<file path="src/rtl/cspl_map.vh">
// Register offsets, field positions, reset values and timing counts.
`ifndef CSPL_MAP_VH
`define CSPL_MAP_VH
`define CSPL_ADDR_W          4
`define CSPL_REG_CTRL        4'h0
`define CSPL_REG_ICL         4'h1
`define CSPL_REG_LEVEL       4'h2
`define CSPL_REG_STATUS      4'h3
`define CSPL_REG_EVENT       4'h4
`define CSPL_CTRL_CHGCFG     0
`define CSPL_CTRL_DIRECT_CHARGE_ENABLE_OUT       1
`define CSPL_CTRL_SHIPREQ    2
`define CSPL_CTRL_FSEL_LO    4
`define CSPL_CTRL_RESET      8'h01
`define CSPL_ICL_VALID       5
`define CSPL_ICL_RESET       8'h00
`define CSPL_LEVEL_RESET     8'h00
`define CSPL_FSEL_DISABLE    2'b00
`define CSPL_ICL_500MA       5'h04
`define CSPL_ICL_2400MA      5'h17
`define CSPL_CLK_HZ          20000000
`define CSPL_SHIP_EXIT_MS    1000
`define CSPL_FULL_RESET_MS   10000
`define CSPL_SWITCH_OFF_MS   320
`define CSPL_ALERT_US        256
`define CSPL_BLINK_HALF_MS   500
`endif

</file>
<file path="src/rtl/cspl_status_pins.v">
// Charger control and status pin logic: wake button, alert, status pins.
//
// Overview of operation
// - Wake button reads high by default through an internal weak pull-up.
// - In ship mode the battery switch stays open.
// - Button low for the ship exit press time leaves ship mode.
// - Without input, a long press opens the switch 320ms then recloses.
// - Each status event gives one 256us low alert pulse, up to four queued.
// - Source select high gives 500mA default limit, low gives 2.4A.
// - A host-written limit field replaces the source-select default.
// - Input-good goes low only when every input condition is good.
// - Charge-state pin is held low while charging.
// - Charge-state pin released when done or in sleep.
// - Charge-state pin blinks at 1Hz, 50% duty, on fault suspend.
// - A two-bit function select can disable the charge-state pin.
// - Direct-charge enable output goes high when commanded.
// - Each USB data line level comes from its own two-bit field.
// - Charging only when config bit is 1 and enable input is low.
//
// Implementation choices: the plain strobed port and the register addresses.
`timescale 1ns/1ns
`include "cspl_map.vh"
module cspl_status_pins #(
  parameter SHIP_EXIT_CYC  = (`CSPL_CLK_HZ / 1000) * `CSPL_SHIP_EXIT_MS,
  parameter FULL_RST_CYC   = (`CSPL_CLK_HZ / 1000) * `CSPL_FULL_RESET_MS,
  parameter SW_OFF_CYC     = (`CSPL_CLK_HZ / 1000) * `CSPL_SWITCH_OFF_MS,
  parameter BLINK_HALF_CYC = (`CSPL_CLK_HZ / 1000) * `CSPL_BLINK_HALF_MS,
  parameter ALERT_CYC      = (`CSPL_CLK_HZ / 1000000) * `CSPL_ALERT_US
) (
  input  wire        clk_sys_i,
  input  wire        nrst_i,
  input  wire [3:0]  addr_i,
  input  wire [7:0]  wdata_i,
  input  wire        wr_i,
  input  wire        rd_i,
  output reg  [7:0]  rdata_o,
  input  wire        ship_wake_button_n_i,
  output wire        ship_wake_pullup_en_o,
  input  wire        input_present_i,
  input  wire        battery_present_i,
  input  wire        above_uvlo_i,
  input  wire        below_ovp_i,
  input  wire        above_sleep_i,
  input  wire        charging_i,
  input  wire        charge_done_i,
  input  wire        fault_suspend_i,
  input  wire        status_event_i,
  input  wire        source_select_i,
  input  wire        charge_enable_n_i,
  output reg         battery_switch_on_o,
  output wire        host_alert_n_o,
  output wire        host_alert_n_oe_n_o,
  output wire        input_good_n_o,
  output wire        input_good_n_oe_n_o,
  output wire        charge_state_o,
  output wire        charge_state_oe_n_o,
  output reg         direct_charge_enable_out_o,
  output reg  [4:0]  input_current_limit_o,
  output reg         charge_allow_o,
  output reg  [1:0]  dplus_level_select_o,
  output reg  [1:0]  dminus_level_select_o
);
  // Switch states.
  localparam ST_ON   = 2'd0;
  localparam ST_SHIP = 2'd1;
  localparam ST_RST  = 2'd2;

  // Events that may queue up behind a running alert pulse.
  localparam QW = 4;

  reg [7:0]  ctrl_q;
  reg [7:0]  icl_q;
  reg [7:0]  level_q;
  reg [1:0]  sw_st_q;
  reg [1:0]  sw_st_d;
  reg [27:0] press_q;
  reg [27:0] off_q;
  reg        press_done_q;
  reg        ship_sync1_q;
  reg        ship_sync2_q;
  reg        btn_q;
  reg [3:0]  deb_q;
  reg [24:0] blink_q;
  reg        blink_lvl_q;
  reg [QW-1:0] pend_q;
  reg        fault_sync1_q;
  reg        fault_sync2_q;
  reg        evt_sync1_q;
  reg        evt_sync2_q;
  reg        evt_seen_q;
  reg [7:0]  evt_cnt_q;
  wire       alert_busy;
  wire       alert_done;
  wire       alert_start;
  wire       evt_rise;

  // Saturating increment used by the event counter path only.
  function [7:0] sat_inc;
    input [7:0] v;
    begin
      sat_inc = (v == 8'hff) ? v : v + 8'h01;
    end
  endfunction

  // Internal pull-up
  // The pull-up is only powered while some supply exists.
  assign ship_wake_pullup_en_o = input_present_i | battery_present_i;

  // Button synchroniser
  // Two flops first, then a short debounce; the counters reject any glitch
  // shorter than the exit press time anyway.
  always @(posedge clk_sys_i or negedge nrst_i)
  begin
    if (!nrst_i)
    begin
      ship_sync1_q <= 1'b1;
      ship_sync2_q <= 1'b1;
      deb_q        <= 4'h0;
      btn_q        <= 1'b1;
      evt_sync1_q  <= 1'b0;
      evt_sync2_q  <= 1'b0;
      fault_sync1_q <= 1'b0;
      fault_sync2_q <= 1'b0;
      evt_seen_q   <= 1'b0;
    end
    else
    begin
      ship_sync1_q <= ship_wake_button_n_i;
      ship_sync2_q <= ship_sync1_q;
      evt_sync1_q  <= status_event_i;
      evt_sync2_q  <= evt_sync1_q;
      fault_sync1_q <= fault_suspend_i;
      fault_sync2_q <= fault_sync1_q;
      evt_seen_q   <= evt_sync2_q;
      if (ship_sync2_q == btn_q)
        deb_q <= 4'h0;
      else if (deb_q == 4'hf)
      begin
        btn_q <= ship_sync2_q;
        deb_q <= 4'h0;
      end
      else
        deb_q <= deb_q + 4'h1;
    end
  end

  assign evt_rise = evt_sync2_q & ~evt_seen_q;

  // Press duration counter
  // Counts debounced low time; saturates so a held button cannot wrap.
  always @(posedge clk_sys_i or negedge nrst_i)
  begin
    if (!nrst_i)
    begin
      press_q      <= 28'h0000000;
      press_done_q <= 1'b0;
    end
    else if (btn_q)
    begin
      press_q      <= 28'h0000000;
      press_done_q <= 1'b0;
    end
    else
    begin
      if (press_q != 28'hfffffff)
        press_q <= press_q + 28'h0000001;
      if (sw_st_q == ST_RST)
        press_done_q <= 1'b1;
    end
  end

  // Switch state machine: ship mode, wake, and full power reset.
  always @*
  begin
    sw_st_d = sw_st_q;
    case (sw_st_q)
      ST_ON:
      begin
        if (ctrl_q[`CSPL_CTRL_SHIPREQ])
          sw_st_d = ST_SHIP;
        else if (!input_present_i && !press_done_q &&
                 press_q >= FULL_RST_CYC[27:0])
          sw_st_d = ST_RST;
      end
      ST_SHIP:
      begin
        if (press_q >= SHIP_EXIT_CYC[27:0])
          sw_st_d = ST_ON;
      end
      ST_RST:
      begin
        if (off_q >= SW_OFF_CYC[27:0] - 28'h0000001)
          sw_st_d = ST_ON;
      end
      default:
        sw_st_d = ST_ON;
    endcase
  end

  // State register, off-interval counter and the switch drive.
  always @(posedge clk_sys_i or negedge nrst_i)
  begin
    if (!nrst_i)
    begin
      sw_st_q             <= ST_ON;
      off_q               <= 28'h0000000;
      battery_switch_on_o <= 1'b1;
    end
    else
    begin
      sw_st_q <= sw_st_d;
      if (sw_st_q == ST_RST)
        off_q <= off_q + 28'h0000001;
      else
        off_q <= 28'h0000000;
      battery_switch_on_o <= (sw_st_d == ST_ON);
    end
  end

  // Event queue
  // A thermometer count of events still owed a pulse; one is taken as a
  // pulse starts. A saturated queue drops further events rather than merge.
  always @(posedge clk_sys_i or negedge nrst_i)
  begin
    if (!nrst_i)
      pend_q <= {QW{1'b0}};
    else if (evt_rise && !alert_start)
      pend_q <= {pend_q[QW-2:0], 1'b1};
    else if (!evt_rise && alert_start)
      pend_q <= {1'b0, pend_q[QW-1:1]};
  end

  // Alert start
  // A two-cycle gap after each pulse keeps back-to-back pulses distinct.
  assign alert_start = pend_q[0] & ~alert_busy & ~alert_done;

  // Pulse timer; its done flag holds off the next start for one cycle.

  cspl_pulse_timer #(
    .CNT_W (13)
  ) u_alert (
    .clk_sys_i (clk_sys_i),
    .nrst_i    (nrst_i),
    .start_i   (alert_start),
    .length_i  (ALERT_CYC[12:0]),
    .busy_o    (alert_busy),
    .done_o    (alert_done)
  );

  assign host_alert_n_o      = 1'b0;
  assign host_alert_n_oe_n_o = ~alert_busy;

  assign input_good_n_o      = 1'b0;
  assign input_good_n_oe_n_o = ~(above_uvlo_i & below_ovp_i & above_sleep_i &
                                 (input_current_limit_o != 5'h00));

  // Blink timer
  // Free-running half-period counter; restarted outside fault so each
  // blink sequence begins with a full low half.
  always @(posedge clk_sys_i or negedge nrst_i)
  begin
    if (!nrst_i)
    begin
      blink_q     <= 25'h0000000;
      blink_lvl_q <= 1'b0;
    end
    else if (!fault_sync2_q)
    begin
      blink_q     <= 25'h0000000;
      blink_lvl_q <= 1'b0;
    end
    else if (blink_q == BLINK_HALF_CYC[24:0] - 25'h0000001)
    begin
      blink_q     <= 25'h0000000;
      blink_lvl_q <= ~blink_lvl_q;
    end
    else
      blink_q <= blink_q + 25'h0000001;
  end

  // Charge state drive
  // Released when done or asleep, low while charging, blinking on fault.
  // Released when done
  assign charge_state_o      = 1'b0;
  assign charge_state_oe_n_o =
    (ctrl_q[`CSPL_CTRL_FSEL_LO+1:`CSPL_CTRL_FSEL_LO] == `CSPL_FSEL_DISABLE) ?
      1'b1 :
    fault_sync2_q ? blink_lvl_q :
    (charging_i && !charge_done_i) ? 1'b0 : 1'b1;

  // Register writes; the limit register keeps only its low five bits plus a valid flag.
  always @(posedge clk_sys_i or negedge nrst_i)
  begin
    if (!nrst_i)
    begin
      ctrl_q    <= `CSPL_CTRL_RESET;
      icl_q     <= `CSPL_ICL_RESET;
      level_q   <= `CSPL_LEVEL_RESET;
      evt_cnt_q <= 8'h00;
    end
    else
    begin
      if (wr_i && addr_i == `CSPL_REG_CTRL)
        ctrl_q <= wdata_i;
      else if (sw_st_q == ST_SHIP)
        ctrl_q[`CSPL_CTRL_SHIPREQ] <= 1'b0;
      if (wr_i && addr_i == `CSPL_REG_ICL)
        icl_q <= {2'b00, 1'b1, wdata_i[4:0]};
      if (wr_i && addr_i == `CSPL_REG_LEVEL)
        level_q <= wdata_i;
      // Event tally: the set wins over a clearing write.
      if (evt_rise)
        evt_cnt_q <= sat_inc(evt_cnt_q);
      else if (wr_i && addr_i == `CSPL_REG_EVENT)
        evt_cnt_q <= 8'h00;
    end
  end

  // Registered pin and limit outputs.
  always @(posedge clk_sys_i or negedge nrst_i)
  begin
    if (!nrst_i)
    begin
      direct_charge_enable_out_o <= 1'b0;
      input_current_limit_o      <= `CSPL_ICL_500MA;
      charge_allow_o             <= 1'b0;
      dplus_level_select_o       <= 2'b00;
      dminus_level_select_o      <= 2'b00;
    end
    else
    begin
      direct_charge_enable_out_o <= ctrl_q[`CSPL_CTRL_DIRECT_CHARGE_ENABLE_OUT];
      if (icl_q[`CSPL_ICL_VALID])
        input_current_limit_o <= icl_q[4:0];
      else if (source_select_i)
        input_current_limit_o <= `CSPL_ICL_500MA;
      else
        input_current_limit_o <= `CSPL_ICL_2400MA;
      charge_allow_o <= ctrl_q[`CSPL_CTRL_CHGCFG] & ~charge_enable_n_i;
      dplus_level_select_o  <= level_q[1:0];
      dminus_level_select_o <= level_q[3:2];
    end
  end

  // Read port: data one cycle after the strobe, zero otherwise.
  always @(posedge clk_sys_i or negedge nrst_i)
  begin
    if (!nrst_i)
      rdata_o <= 8'h00;
    else if (rd_i)
    begin
      case (addr_i)
        `CSPL_REG_CTRL:   rdata_o <= ctrl_q;
        `CSPL_REG_ICL:    rdata_o <= icl_q;
        `CSPL_REG_LEVEL:  rdata_o <= level_q;
        `CSPL_REG_STATUS: rdata_o <= {2'b00, sw_st_q, alert_busy,
                                      ~input_good_n_oe_n_o,
                                      battery_switch_on_o, charge_allow_o};
        `CSPL_REG_EVENT:  rdata_o <= evt_cnt_q;
        default:          rdata_o <= 8'h00;
      endcase
    end
    else
      rdata_o <= 8'h00;
  end
endmodule

</file>
<file path="src/rtl/cspl_pulse_timer.v">
// Down-counter that holds its output high for a programmed number of cycles.
`timescale 1ns/1ns
module cspl_pulse_timer #(
  parameter CNT_W = 24
) (
  input  wire             clk_sys_i,
  input  wire             nrst_i,
  input  wire             start_i,
  input  wire [CNT_W-1:0] length_i,
  output wire             busy_o,
  output reg              done_o
);
  reg [CNT_W-1:0] cnt_q;

  // A start while busy is ignored; the caller queues it instead.
  always @(posedge clk_sys_i or negedge nrst_i)
  begin
    if (!nrst_i)
    begin
      cnt_q  <= {CNT_W{1'b0}};
      done_o <= 1'b0;
    end
    else
    begin
      done_o <= (cnt_q == {{(CNT_W-1){1'b0}}, 1'b1});
      if (start_i && cnt_q == {CNT_W{1'b0}})
        cnt_q <= length_i;
      else if (cnt_q != {CNT_W{1'b0}})
        cnt_q <= cnt_q - {{(CNT_W-1){1'b0}}, 1'b1};
    end
  end

  assign busy_o = (cnt_q != {CNT_W{1'b0}});
endmodule

</file>
<file path="config.mk">
export PLATFORM = sky130hd
export DESIGN_NAME = cspl_status_pins
export DESIGN_NICKNAME = d
export VERILOG_FILES = /design/src/rtl/cspl_status_pins.v /design/src/rtl/cspl_pulse_timer.v
export VERILOG_INCLUDE_DIRS = /design/src /design/src/rtl
export SDC_FILE = /design/constraint.sdc
export NUM_CORES = 1
export LEC_CHECK = 0
export ABC_AREA = 1
export BUFFER_PORTS_ARGS = -buffer_cell sky130_fd_sc_hd__buf_4
export CORE_ASPECT_RATIO = 1.2
export CORE_UTILIZATION = 52
export CTS_CLUSTER_SIZE = 10
export DETAILED_ROUTE_END_ITERATION = 10
export GPL_TIMING_DRIVEN = 0
export PLACE_DENSITY = 0.76
export SETUP_SLACK_MARGIN = 0.5
export SLEW_MARGIN = 20
export SYNTH_ARGS = -nofsm -noshare
export SYNTH_HDL_FRONTEND = slang
export SYNTH_SLANG_ARGS = --single-unit
</file>
<file path="constraint.sdc">
create_clock -name clk_sys_i -period 4.1 [get_ports clk_sys_i]
set_clock_uncertainty 0.15 [all_clocks]
set_input_delay 0.205 -clock clk_sys_i [delete_from_list [all_inputs] [get_ports clk_sys_i]]
set_output_delay 0.205 -clock clk_sys_i [all_outputs]
set_load 0.1 [all_outputs]
</file>
# == After elaboration in Yosys (flattened, before gate mapping) ==
# Cells that the tools add are included.
# word_totals
regBits,165
input_bits,28
output_inout_bits,27
wordCells,130
# classes
add_sub_neg,6
order_cmp,3
n_eq_ne,14
mux,32
bitwise_logic,15
n_reduce_logical,30
# op_table
op,n
$mux 28,3
$add 28x1->28 const B,2
$mux 25,2
$pmux 8 s5,1
$mux 8,4
$ge 28x23->1 const B,1
$ge 28x25->1 const B,1
$ge 28x28->1 const B,1
$ne 28x28->1 const B,1
$mux 13,2
$add 25x1->25 const B,1
$eq 25x24->1 const B,1
$mux 4,4
$eq 13x1->1 const B,1
$logic_not 13->1,1
$reduce_bool 13->1,1
$sub 13x1->13 const B,1
$reduce_bool 2->1,6
$logic_and 1x1->1,10
$mux 5,2
$mux 1,9
$add 8x1->8 const B,1
$eq 4x2->1 const B,2
$eq 8x8->1 const B,1
19 further kinds,41

# == Longest topological paths before layout ==
# Gate-level depths: netlist of run 1.
# depth
ltp_word,7
mapped_depth,11
ltp_nobuf,11

# == Modules after synthesis ==
# Synthesis of run 1 repeated with hierarchy kept, for this count alone.
# hier_totals
hier_cells,1183
area_unflattened_um2,8933.6
# modules_own_cells
mod,instances,cells_each,area_per_inst_um2,seq_area_each_um2
cspl_status_pins,1,1053,7968.9,3786.1
cspl_pulse_timer,1,130,964.7,350.3

# == Worst setup path before layout of run 1 ==
# OpenSTA, ideal clock, no wires.
# synth_path
path_kind,register -> output
startpoint,reg fault_sync2_q
endpoint,out charge_state_oe_n_o
t_arrival_ns,2.171
required_ns,3.745
path_slack_ns,1.574
stages_incl_launch_ff,5
n_path_buf,0
cell_sequence,dfrtp_1 clkinv_1 nand2_1 nor2_1 o22ai_1
# synth_via
elab_chain_cells,2
# synth_rtl
item,line_no,text
start: declaration,cspl_status_pins.v:87,reg fault_sync2_q;
start signal: assignment,cspl_status_pins.v:133,fault_sync2_q <= fault_sync1_q;
$mux 1,cspl_status_pins.v:288,fault_sync2_q ? blink_lvl_q :
$mux 1,cspl_status_pins.v:286,(ctrl_q[`CSPL_CTRL_FSEL_LO+1:`CSPL_CTRL_FSEL_LO] == `CSPL_FSEL_DISABLE) ?
end: declaration,cspl_status_pins.v:56,"output wire charge_state_oe_n_o,"
# Every way passes these cells.

# == Worst setup path after layout of run 1 ==
# layout_path
startpoint,reg u_alert.cnt_q[0]
endpoint,out host_alert_n_oe_n_o
# layout_via
elab_chain_cells,2
# layout_rtl
item,line_no,text
start: declaration,cspl_pulse_timer.v:13,reg [CNT_W-1:0] cnt_q;
start signal: assignment,cspl_pulse_timer.v:20,cnt_q <= {CNT_W{1'b0}};
start signal: assignment,cspl_pulse_timer.v:27,cnt_q <= length_i;
start signal: assignment,cspl_pulse_timer.v:29,"cnt_q <= cnt_q - {{(CNT_W-1){1'b0}}, 1'b1};"
$reduce_bool 13->1,cspl_pulse_timer.v:33,assign busy_o = (cnt_q != {CNT_W{1'b0}});
$not 1->1,cspl_status_pins.v:251,assign host_alert_n_oe_n_o = ~alert_busy;
end: declaration,cspl_status_pins.v:52,"output wire host_alert_n_oe_n_o,"
# Every way passes these cells.

==> metrics.md, run 1 <==
| Metric | Value |
|---|---|
| Status | completed |
| TritonCTS Sinks | 165 |
| Area growth from synthesis to layout | 17.1% |
| Setup TNS | 0 ns |
| Critical Path RT | 3.74 ns |
| Crit-path max FO | 8 |
| Worst skew pair latency | 0.43 ns |
| Sequential fraction of the synthesis area | 46.5% |
| Via density | 5.17 |
| Tot Pwr | 4.51 mW |
| GRT overflow | 0 |
| Ys flop type | dfrtp_1 |
| Core outline area | 16800 um^2 |
| Comb pwr share | 17.9% |
| Top-Level Pins | 55 |
| Proportion of layout cells with a drive suffix above 1 | 13.6% |
| Post-route DRC | 0 |
| Number of detailed-route iterations in the first pass | 5 |
| Layout net count | 1319 |
| DP Wirelength | 15700 um |
| Number of global-route vias before repair | 7840 |
| Worst setup path class | flop to primary output |
| Most frequent cells after synthesis | nand2_1 (340), nor2_1 (188), dfrtp_1 (159), inv_1 (126), nand3_1 (97) |
| Post-CTS Setup Inserts | 0 |
| P_sw | 1.38 mW |
| LEAKAGE | 4.86 nW |
| Pwr dens | 433 nW/um^2 |
| Max-cap violations | 0 |
| Mapped Cells | 1190 |
| Synth unique cells | 42 |
| Switching share of power | 30.6% |
| Crit start category | flop |
| PortBufs | 51 |
| RD Place Congestion | 0.921 |
| Slew margin rel. | 58.8% |
| Horiz. Die Dim | 121 um |
| Yosys top cell by area | dfrtp_1 |
| Mapped cell area | 8890 um^2 |
| Peak supply drop | 0.320 mV |
| Vias post-DR | 7813 |
| First-pass GRT wire length | 36100 um |
| CTS tree | yes |
| Clock root cell | clkbuf_16 |
| Top-count cell post-synth | nand2_1 |
| Flop pwr share | 44.2% |
| Final worst-path cycle share | 59.9% |
| Post_cts resized | 0 |
| Seq cells post-synth | 165 |
| Min Tclk post-route | 2.45 ns |
| Synth warn | 0 |
| Final setup viols | 0 |
| Die Ht | 145 um |
| Int Pwr | 3.13 mW |
| Final Slew Violations | 0 |
| Antenna-violating nets left | 0 |
| Num CTS Buffers | 17 |
| Top cell type's share of synthesized area | 44.8% |
| Hold_buf cts | 19 |
| Hold Crit Class | input pin to flop |
| Initial Util | 53.0% |
| Synth area leaders | dfrtp_1 (45%), nand2_1 (14%), nor2_1 (7.9%) |
| Largest net degree at the start of global routing | 97 |
| Final hold vios | 0 |
| Crit path DAT | 2.10 ns |
| Clock share of power | 37.9% |
| Highest clock rate | 0.407 GHz |
| Reg2Reg Depth | 11 |
| Die ar. | 17600 um^2 |
| DR WL/cell | 13.9 um |
| Syn_area_per_cell | 7.47 um^2 |
| Initial drt markers | 627 |
| Clock Pin Slew Worst Setup and Hold Paths | 0.06 ns |
| # H-tree levels | 4 |
| Initial antenna violation count | 0 |
| Slew @ Worst Pin | 0.619 ns |
| RSZ-0062 raised after global routing | false |
| Overall routed net length | 21000 um |
| EDFF count, synth | 0 |
| Hold Path Depth | 5 |
| N_diodes | 0 |
| Crit path capture type | primary output |
| Post-synth ARST share | 100% |
| Row Count | 52 |
| Longest Clk Path Bufs | 2 |
| GRT Total Usage | 25.8% |
-- power by group through the flow --
stage               clock, mW  combinational (mW)  sequential [mW]
floorplan                   0               0.421             2.15
global placement            0               0.769             2.01
detailed placement          0               0.795             2.02
CTS                      1.73               0.814             1.99
global route             1.80               0.897             2.02
finish                   1.71               0.807             1.99
-- stage by stage --
stage	hold WS [ns]	instance area [um^2]	setup WS, ns	std cells	util, %
floorplan	-0.241	8900	1.57	1192	-
global placement	0.163	9550	1.74	1459	56.9
detailed placement	0.0587	9580	1.73	1460	57.1
CTS	0.0354	10400	1.65	1510	62.0
global route	0.0630	10400	1.44	1510	62.0
finish	0.0460	10400	1.65	1510	62.0
-- layout by cell type (no fill, tap or decap), types with 5 or more instances in the layout --
cell           instances
a21oi_1               20
buf_4                 53
clkbuf_1               7
clkbuf_16             17
dfrtp_1              159
dfstp_2                6
dlygate4sd3_1         19
ha_1                   9
inv_1                126
inv_2                 20
nand2_1              340
nand2_2                9
nand3_1               97
nand4_1               13
nor2_1               188
nor2_2                13
nor3_1                29
nor3_2                 9
o21ai_0               27
o21ai_1               25
o21ai_2               10
or2_2                  5
xnor2_1               11
xor2_1                21
-- flip-flops by register name (all words and copies together), names as in the netlist, 2 cells and up --
| signal | cells |
|---|---|
| pend_q | 4 |
| dminus_level_select_o | 2 |
| blink_q | 25 |
| evt_cnt_q | 8 |
| ctrl_q | 8 |
| off_q | 28 |
| icl_q | 6 |
| rdata_o | 8 |
| press_q | 28 |
| input_current_limit_o | 5 |
| level_q | 8 |
| deb_q | 4 |
| sw_st_q | 2 |
| u_alert.cnt_q | 13 |
| dplus_level_select_o | 2 |
-- critical path: stages, from the launching register on --
cell,delay (ns)
dfrtp_1,0.38
inv_1,0.11
ha_1,0.23
nand2_1,0.08
nor2_2,0.20
nand3_2,0.22
inv_2,0.15
buf_4,0.30
-- final cells by class --
class	count	area, um^2
Timing Repair Buffer	71	608
Inverter	149	559
Tap cell	216	270
Sequential cell	165	4140
Fill cell	1502	6380
Multi-Input combinational cell	863	4110
Clock inverter	10	171
Clock buffer	21	460
Buffer	15	87.6
-- worst paths after layout --
kind	slack [ns]	start	endpoint
worst min-delay path	0.05	addr_i[1]	icl_q[0]$_DFFE_PN0P_
worst max register to register	1.70	u_alert.cnt_q[0]$_DFFE_PN0P_	pend_q[1]$_DFFE_PN0P_
max in group asynchronous	2.77	nrst_i	ship_sync1_q$_DFF_PN1_
worst max-delay path	1.65	u_alert.cnt_q[0]$_DFFE_PN0P_	host_alert_n_oe_n_o
min in group asynchronous	0.18	nrst_i	blink_q[13]$_DFF_PN0_
worst min register to register	0.20	fault_sync1_q$_DFF_PN0_	fault_sync2_q$_DFF_PN0_
-- metal layers --
layer	vias up	track usage, %	part of all wire [%]
met1	3648	32.5	43
li1	3928	-	-
met2	189	44.1	50
met3	48	4.44	4.0
met4	0	8.95	2.3
met5	-	0	0
-- cells by family (layout without fill, tap and decap cells) --
logic type / count (synthesis) / in the layout / synth area share (%)
fa+ha+maj: 9 / 9 / 1.27
xor+xnor: 32 / 32 / 3.15
buf+inv: 164 / 266 / 7.28
compound gates: 94 / 94 / 6.01
flops: 165 / 165 / 46.5
simple gates: 725 / 725 / 35.7
other cells: 1 / 3 / 0.0422
Power figures use the tool's default switching activity.
==> run 2, diff against run 1 <==
ABC_AREA = 0   (was 1)
clock period = 2.5 ns   (was 4.1 ns; I/O delays follow)
==> run 2 against run 1 <==
The run now ends with setup timing left; clock power up 54%; wire length shrank 6.7%; flip-flop and latch count is the same; via count down 15%; hold slack lost 0.038 ns; critical endpoint unchanged; largest power group unchanged.
==> metrics.md, run 2 <==
| Metric | Value |
|---|---|
| Clock root cell | clkbuf_16 |
| RD Place Congestion | 0.878 |
| Top-Level Pins | 55 |
| Clock share of power | 35.6% |
| # fillers | 979 |
| Final Slew Violations | 0 |
| Seq cells post-synth | 165 |
| Setup TNS | -0.237 ns |
| Critical Path RT | 2.23 ns |
| Synth warn | 0 |
| Failing checks | setup timing |
| Core outline area | 14600 um^2 |
| Sequential fraction of the synthesis area | 52.4% |
| Largest net degree at the start of global routing | 87 |
| Worst skew pair latency | 0.43 ns |
| LEAKAGE | 4.43 nW |
| Synth area leaders | dfrtp_1 (50%), xnor2_1 (5.6%), nor2_1 (4.8%) |
| Final hold vios | 0 |
| Final setup viols | 5 |
| GRT overflow | 0 |
| Crit path DAT | 2.30 ns |
| GRT Total Usage | 24.7% |
| Horiz. Die Dim | 114 um |
| Antenna-violating nets left | 0 |
| Crit start category | flop |
| Die ar. | 15700 um^2 |
| Layout net count | 953 |
| Number of detailed-route iterations in the first pass | 5 |
| CTS tree | yes |
| Overall routed net length | 19600 um |
| Min Tclk post-route | 2.58 ns |
| Ys flop type | dfrtp_1 |
| Vias post-DR | 6611 |
| Flop pwr share | 45.1% |
| Peak supply drop | 0.548 mV |
| Commonest cells after routing, fill and taps aside | dfrtp_1 (147), nor2_1 (97), buf_4 (96) |
| EDFF count, synth | 0 |
| Syn_area_per_cell | 10.3 um^2 |
| Max-cap violations | 0 |
| Num CTS Buffers | 17 |
| Hold Crit Class | input pin to flop |
| Top cell type's share of synthesized area | 50.4% |
| RSZ-0062 raised after global routing | true |
| First-pass GRT wire length | 30200 um |
| Number of global-route vias before repair | 6275 |
| N_diodes | 0 |
| Initial drt markers | 581 |
| Area growth from synthesis to layout | 30.2% |
| Slew margin rel. | 45.9% |
| Post-route DRC | 0 |
| Final WS setup | -0.0771 ns |
| Longest Clk Path Bufs | 2 |
| Mapped Cells | 769 |
| Register area | 4160 um^2 |
| Final non-filler cell area | 10300 um^2 |
| Crit-path max FO | 4 |
| TritonCTS Sinks | 165 |
| DR WL/cell | 17.4 um |
| Final worst-path cycle share | 103% |
| Die Ht | 137 um |
| DP Area | 8630 um^2 |
| Worst setup path class | flop to primary output |
| P_sw | 2.21 mW |
| DP Wirelength | 11500 um |
| Switching share of power | 29.9% |
| Crit path capture type | primary output |
| Via density | 5.86 |
| Pwr dens | 719 nW/um^2 |
| Comb pwr share | 19.3% |
| Row Count | 48 |
| Multi-input logic area | 3970 um^2 |
| Post-synth ARST share | 100% |
| Status | finished, violations left |
| PortBufs | 51 |
| Highest clock rate | 0.388 GHz |
| Top-count cell post-synth | dfrtp_1 |
| # H-tree levels | 4 |
| Initial antenna violation count | 0 |
| Layout Utilization | 70.4% |
| Largest regs | off_q x28, press_q x28, blink_q x25 |
| Slew @ Worst Pin | 0.804 ns |
| Synth unique cells | 62 |
| Most frequent cells after synthesis | dfrtp_1 (159), nor2_1 (100), nand2_1 (63), xnor2_1 (50), nand3_1 (31) |
| Proportion of layout cells with a drive suffix above 1 | 27.5% |
| Yosys top cell by area | dfrtp_1 |
| Commonest non-fill, non-tap cell in the layout | dfrtp_1 |
| Mapped cell area | 7890 um^2 |
| Clock Pin Slew Worst Setup and Hold Paths | 0.06 ns |
| Int Pwr | 5.17 mW |
| Initial Util | 54.0% |
[run 2: changes by cell type in the layout (fill, tap and decap cells not counted), moves of 14 or more]
cell | before | now
inv_1 | 126 | 15
nand2_1 | 340 | 58
buf_4 | 53 | 96
nor2_1 | 188 | 97
o21ai_1 | 25 | 7
xnor2_1 | 11 | 49
mux2_2 | 0 | 21
inv_2 | 20 | 0
or3_1 | 0 | 14
nand3_1 | 97 | 29
buf_6 | 2 | 17
[run 2: worst paths after layout]
kind	slack (ns)	end	from	cells past startpoint
worst max-delay path	-0.08	host_alert_n_oe_n_o	u_alert.cnt_q[9]$_DFFE_PN0P_	5
worst min-delay path	0.008	rdata_o[2]$_DFF_PN0_	below_ovp_i	4
worst max register to register	-0.05	pend_q[1]$_DFFE_PN0P_	u_alert.cnt_q[9]$_DFFE_PN0P_	7
worst min register to register	0.20	fault_sync2_q$_DFF_PN0_	fault_sync1_q$_DFF_PN0_	0
max in group asynchronous	1.23	battery_switch_on_o$_DFF_PN1_	nrst_i	3
min in group asynchronous	0.10	blink_q[21]$_DFF_PN0_	nrst_i	2
[run 2: power by group through the flow]
| stage | Sequential, mW | Combinational [mW] | Clock [mW] |
|---|---|---|---|
| floorplan | 3.60 | 0.567 | 0 |
| global placement | 3.32 | 1.15 | 0 |
| detailed placement | 3.34 | 1.19 | 0 |
| CTS | 3.30 | 1.33 | 2.63 |
| global route | 3.36 | 1.53 | 2.76 |
| finish | 3.33 | 1.43 | 2.63 |
[run 2: timing repair]
action / 4_1_cts / 5_1_grt
buffers inserted: 26 / 30
pin swaps: 26 / 21
hold endpoints to repair: 108 / 0
setup endpoints to repair: 81 / 80
hold buffers: 18 / 0
resized for setup: 54 / 77
[run 2: stage by stage]
step	instances	worst slack [ns]	hold slack, ns	power [mW]
floorplan	771	0.0614	-0.321	4.17
global placement	1022	-0.00863	0.0854	4.46
detailed placement	1023	-0.0621	0.00246	4.53
CTS	1098	-0.0457	0.00357	7.27
global route	1128	-0.138	0.0200	7.66
finish	1128	-0.0771	0.00767	7.38
[run 2: cells by family after synthesis]
| group | synth area share (%) |
|---|---|
| AO/OA/AOI/OAI | 8.49 |
| XOR/XNOR | 8.33 |
| adder cells (fa/ha/maj) | 1.43 |
| buffers and inverters | 2.19 |
| flip-flops | 52.4 |
| multiplexers | 3.38 |
| other | 0.0475 |
| AND/OR/NAND/NOR | 23.7 |
[run 2: worst max-delay path, cell delays in order, from the launching register on]
cell and delay, ns:
dfrtp_1 0.42, or4_4 0.55, or2_1 0.24, or3_4 0.38
clkinvlp_4 0.11, buf_12 0.17
[run 2: metal layers]
layer	GRT usage, %	vias up	wire length [um]
met5	0	-	0
met3	4.12	46	927
met2	42.7	237	10200
met1	30.0	3293	7990
li1	-	3035	-
met4	12.0	0	543
[run 2: area by class of cell]
cell class | instances | share of cell area, %
timing repair buffer | 126 | 10.6
multi-input combinational | 565 | 38.6
clock inverter | 5 | 0.999
buffer | 24 | 1.58
tap | 200 | 2.44
inverter | 17 | 0.694
clock buffer | 26 | 4.67
sequential | 165 | 40.5
==> run 3, diff against run 2 <==
ABC_AREA = 1   (was 0)
CELL_PAD_IN_SITES_DETAIL_PLACEMENT = 1   (was unset)
CELL_PAD_IN_SITES_GLOBAL_PLACEMENT = 1   (was unset)
CORE_UTILIZATION = 45   (was 52)
PLACE_DENSITY = 0.81   (was 0.76)
==> run 3 against run 2 <==
The flow now finishes without violations; power shrank 0.42%; non-clock buffer count shrank 55; combinational power is essentially flat; hold slack gained 0.067 ns; die area grew 30%; first-iteration DRC count shrank 18%; final area grew 3.3%; clock power is essentially flat; core utilization shrank 15 points; wire length grew 31%; critical endpoint unchanged; largest cell class is now multi-input gates.
==> metrics.md, run 3 (synthesis gave the netlist of run 1 again) <==
| Metric | Value |
|---|---|
| # H-tree levels | 4 |
| CP Launch Point | u_alert.cnt_q[8]$_DFFE_PN0P_ |
| GRT Total Usage | 27.1% |
| Initial antenna violation count | 0 |
| Final hold vios | 0 |
| Peak supply drop | 0.580 mV |
| Multi-input logic area | 4210 um^2 |
| Crit path DAT | 1.68 ns |
| Final worst-path cycle share | 78.0% |
| Number of global-route vias before repair | 8692 |
| Placed cells | 1500 |
| DR WL/cell | 16.5 um |
| DP Area | 9710 um^2 |
| Via density | 5.22 |
| Horiz. Die Dim | 130 um |
| Antenna-violating nets left | 0 |
| Commonest cells after routing, fill and taps aside | nand2_1 (337), nor2_1 (186), dfrtp_1 (155) |
| Crit start category | flop |
| Area growth from synthesis to layout | 19.4% |
| Crit path capture type | primary output |
| Highest clock rate | 0.513 GHz |
| Min Tclk post-route | 1.95 ns |
| Crit-path max FO | 4 |
| Worst setup path class | flop to primary output |
| Layout net count | 1328 |
| Number of detailed-route iterations in the first pass | 5 |
| RSZ-0062 raised after global routing | true |
| Final Slew Violations | 0 |
| Post-route DRC | 0 |
| Die ar. | 20300 um^2 |
| Largest regs | off_q x28, press_q x28, blink_q x25 |
| Slew margin rel. | 58.1% |
| Die Ht | 156 um |
| CTS tree | yes |
| Proportion of layout cells with a drive suffix above 1 | 15.7% |
| Final non-filler cell area | 10600 um^2 |
| Commonest non-fill, non-tap cell in the layout | nand2_1 |
| Initial Util | 46.5% |
| Clock Pin Slew Worst Setup and Hold Paths | 0.07 ns |
| TritonCTS Sinks | 165 |
| N_diodes | 0 |
| PortBufs | 51 |
| Worst reg2reg path startpoint | u_alert.cnt_q[8]$_DFFE_PN0P_ |
| # fillers | 2455 |
| GRT overflow | 0 |
| First-pass GRT wire length | 42500 um |
| Status | completed |
| Row Count | 55 |
| Layout Utilization | 55.5% |
| Core outline area | 19100 um^2 |
| Overall routed net length | 25800 um |
| Critical Path RT | 2.23 ns |
| Vias post-DR | 8145 |
| Final setup viols | 0 |
| Tot Pwr | 7.35 mW |
| Top-Level Pins | 55 |
| LEAKAGE | 4.89 nW |
| Initial drt markers | 475 |
| Setup TNS | 0 ns |
| Largest net degree at the start of global routing | 99 |
| Register area | 4140 um^2 |
| Num CTS Buffers | 17 |
| Clock root cell | clkbuf_16 |
| Slew @ Worst Pin | 0.629 ns |
| Longest Clk Path Bufs | 2 |
| Hold Crit Class | input pin to asynchronous set/reset pin |
| Max-cap violations | 0 |
| RD Place Congestion | 0.903 |
| Cell Count, Final, Fillers Out | 1560 |
| Pwr dens | 693 nW/um^2 |
| DP Wirelength | 18300 um |
| Worst skew pair latency | 0.44 ns |
run 3: changes by cell type in the layout (fill, tap and decap cells not counted), moves of 21 or more:
| cell | previous run | this run |
|---|---|---|
| xnor2_1 | 49 | 11 |
| nor2_1 | 97 | 186 |
| nand3_1 | 29 | 96 |
| inv_2 | 0 | 22 |
| mux2_2 | 21 | 0 |
| inv_1 | 15 | 123 |
| buf_4 | 96 | 58 |
| nand2_1 | 58 | 337 |
run 3: final cells by class:
| cell class | instances | share of cell area, % |
|---|---|---|
| Multi-Input combinational cell | 863 | 39.6 |
| Sequential cell | 165 | 39.0 |
| Timing Repair Buffer | 80 | 6.57 |
| Inverter | 149 | 5.41 |
| Clock buffer | 19 | 4.08 |
| Tap cell | 256 | 3.02 |
| Clock inverter | 13 | 1.40 |
| Buffer | 15 | 0.837 |
run 3: path summary, 6_finish.rpt:
path | depth (start not counted) | slack (ns) | endpoint
setup reg to reg | 9 | 0.58 | pend_q[0]$_DFFE_PN0P_
setup / recovery | 5 | 0.55 | host_alert_n_oe_n_o
min in group clk_sys_i | 6 | 0.13 | rdata_o[2]$_DFF_PN0_
hold / removal | 2 | 0.08 | blink_q[13]$_DFF_PN0_
hold reg to reg | 0 | 0.20 | fault_sync2_q$_DFF_PN0_
max in group asynchronous | 3 | 1.22 | u_alert.cnt_q[8]$_DFFE_PN0P_
run 3: worst max-delay path: stages (launching register included):
cell and delay [ns]:
dfrtp_2 0.44, or2_1 0.27, nor2_4 0.14, nand3_4 0.13, inv_12 0.09, buf_12 0.16
run 3: layer usage:
layer / vias to the layer above / global-route usage [%] / wire length [um]
met5: - / 0 / 0
met4: 0 / 8.19 / 485
met3: 33 / 4.15 / 820
met2: 132 / 48.7 / 13100
met1: 4028 / 33.0 / 11400
li1: 3952 / - / -
run 3: what timing repair did:
action / in CTS / in global routing
hold endpoints to repair: 105 / 0
resized for setup: 9 / 15
hold buffers: 21 / 0
setup endpoints to repair: 36 / 50
setup buffers: 5 / 2
pin swaps: 2 / 4
run 3: metrics by stage:
step	worst slack (ns)	hold slack, ns
3_3_place_gp	0.199	0.0846
5_1_grt	0.436	0.142
4_1_cts	0.501	0.0604
2_1_floorplan	0.493	-0.321
6_report	0.550	0.0752
3_5_place_dp	0.371	-0.0334
run 3: report_power, final:
| group | total, mW | switching [mW] | internal [mW] |
|---|---|---|---|
| Combinational | 1.45 | 0.989 | 0.461 |
| Sequential | 3.28 | 0.294 | 2.99 |
| Clock | 2.62 | 1.14 | 1.48 |
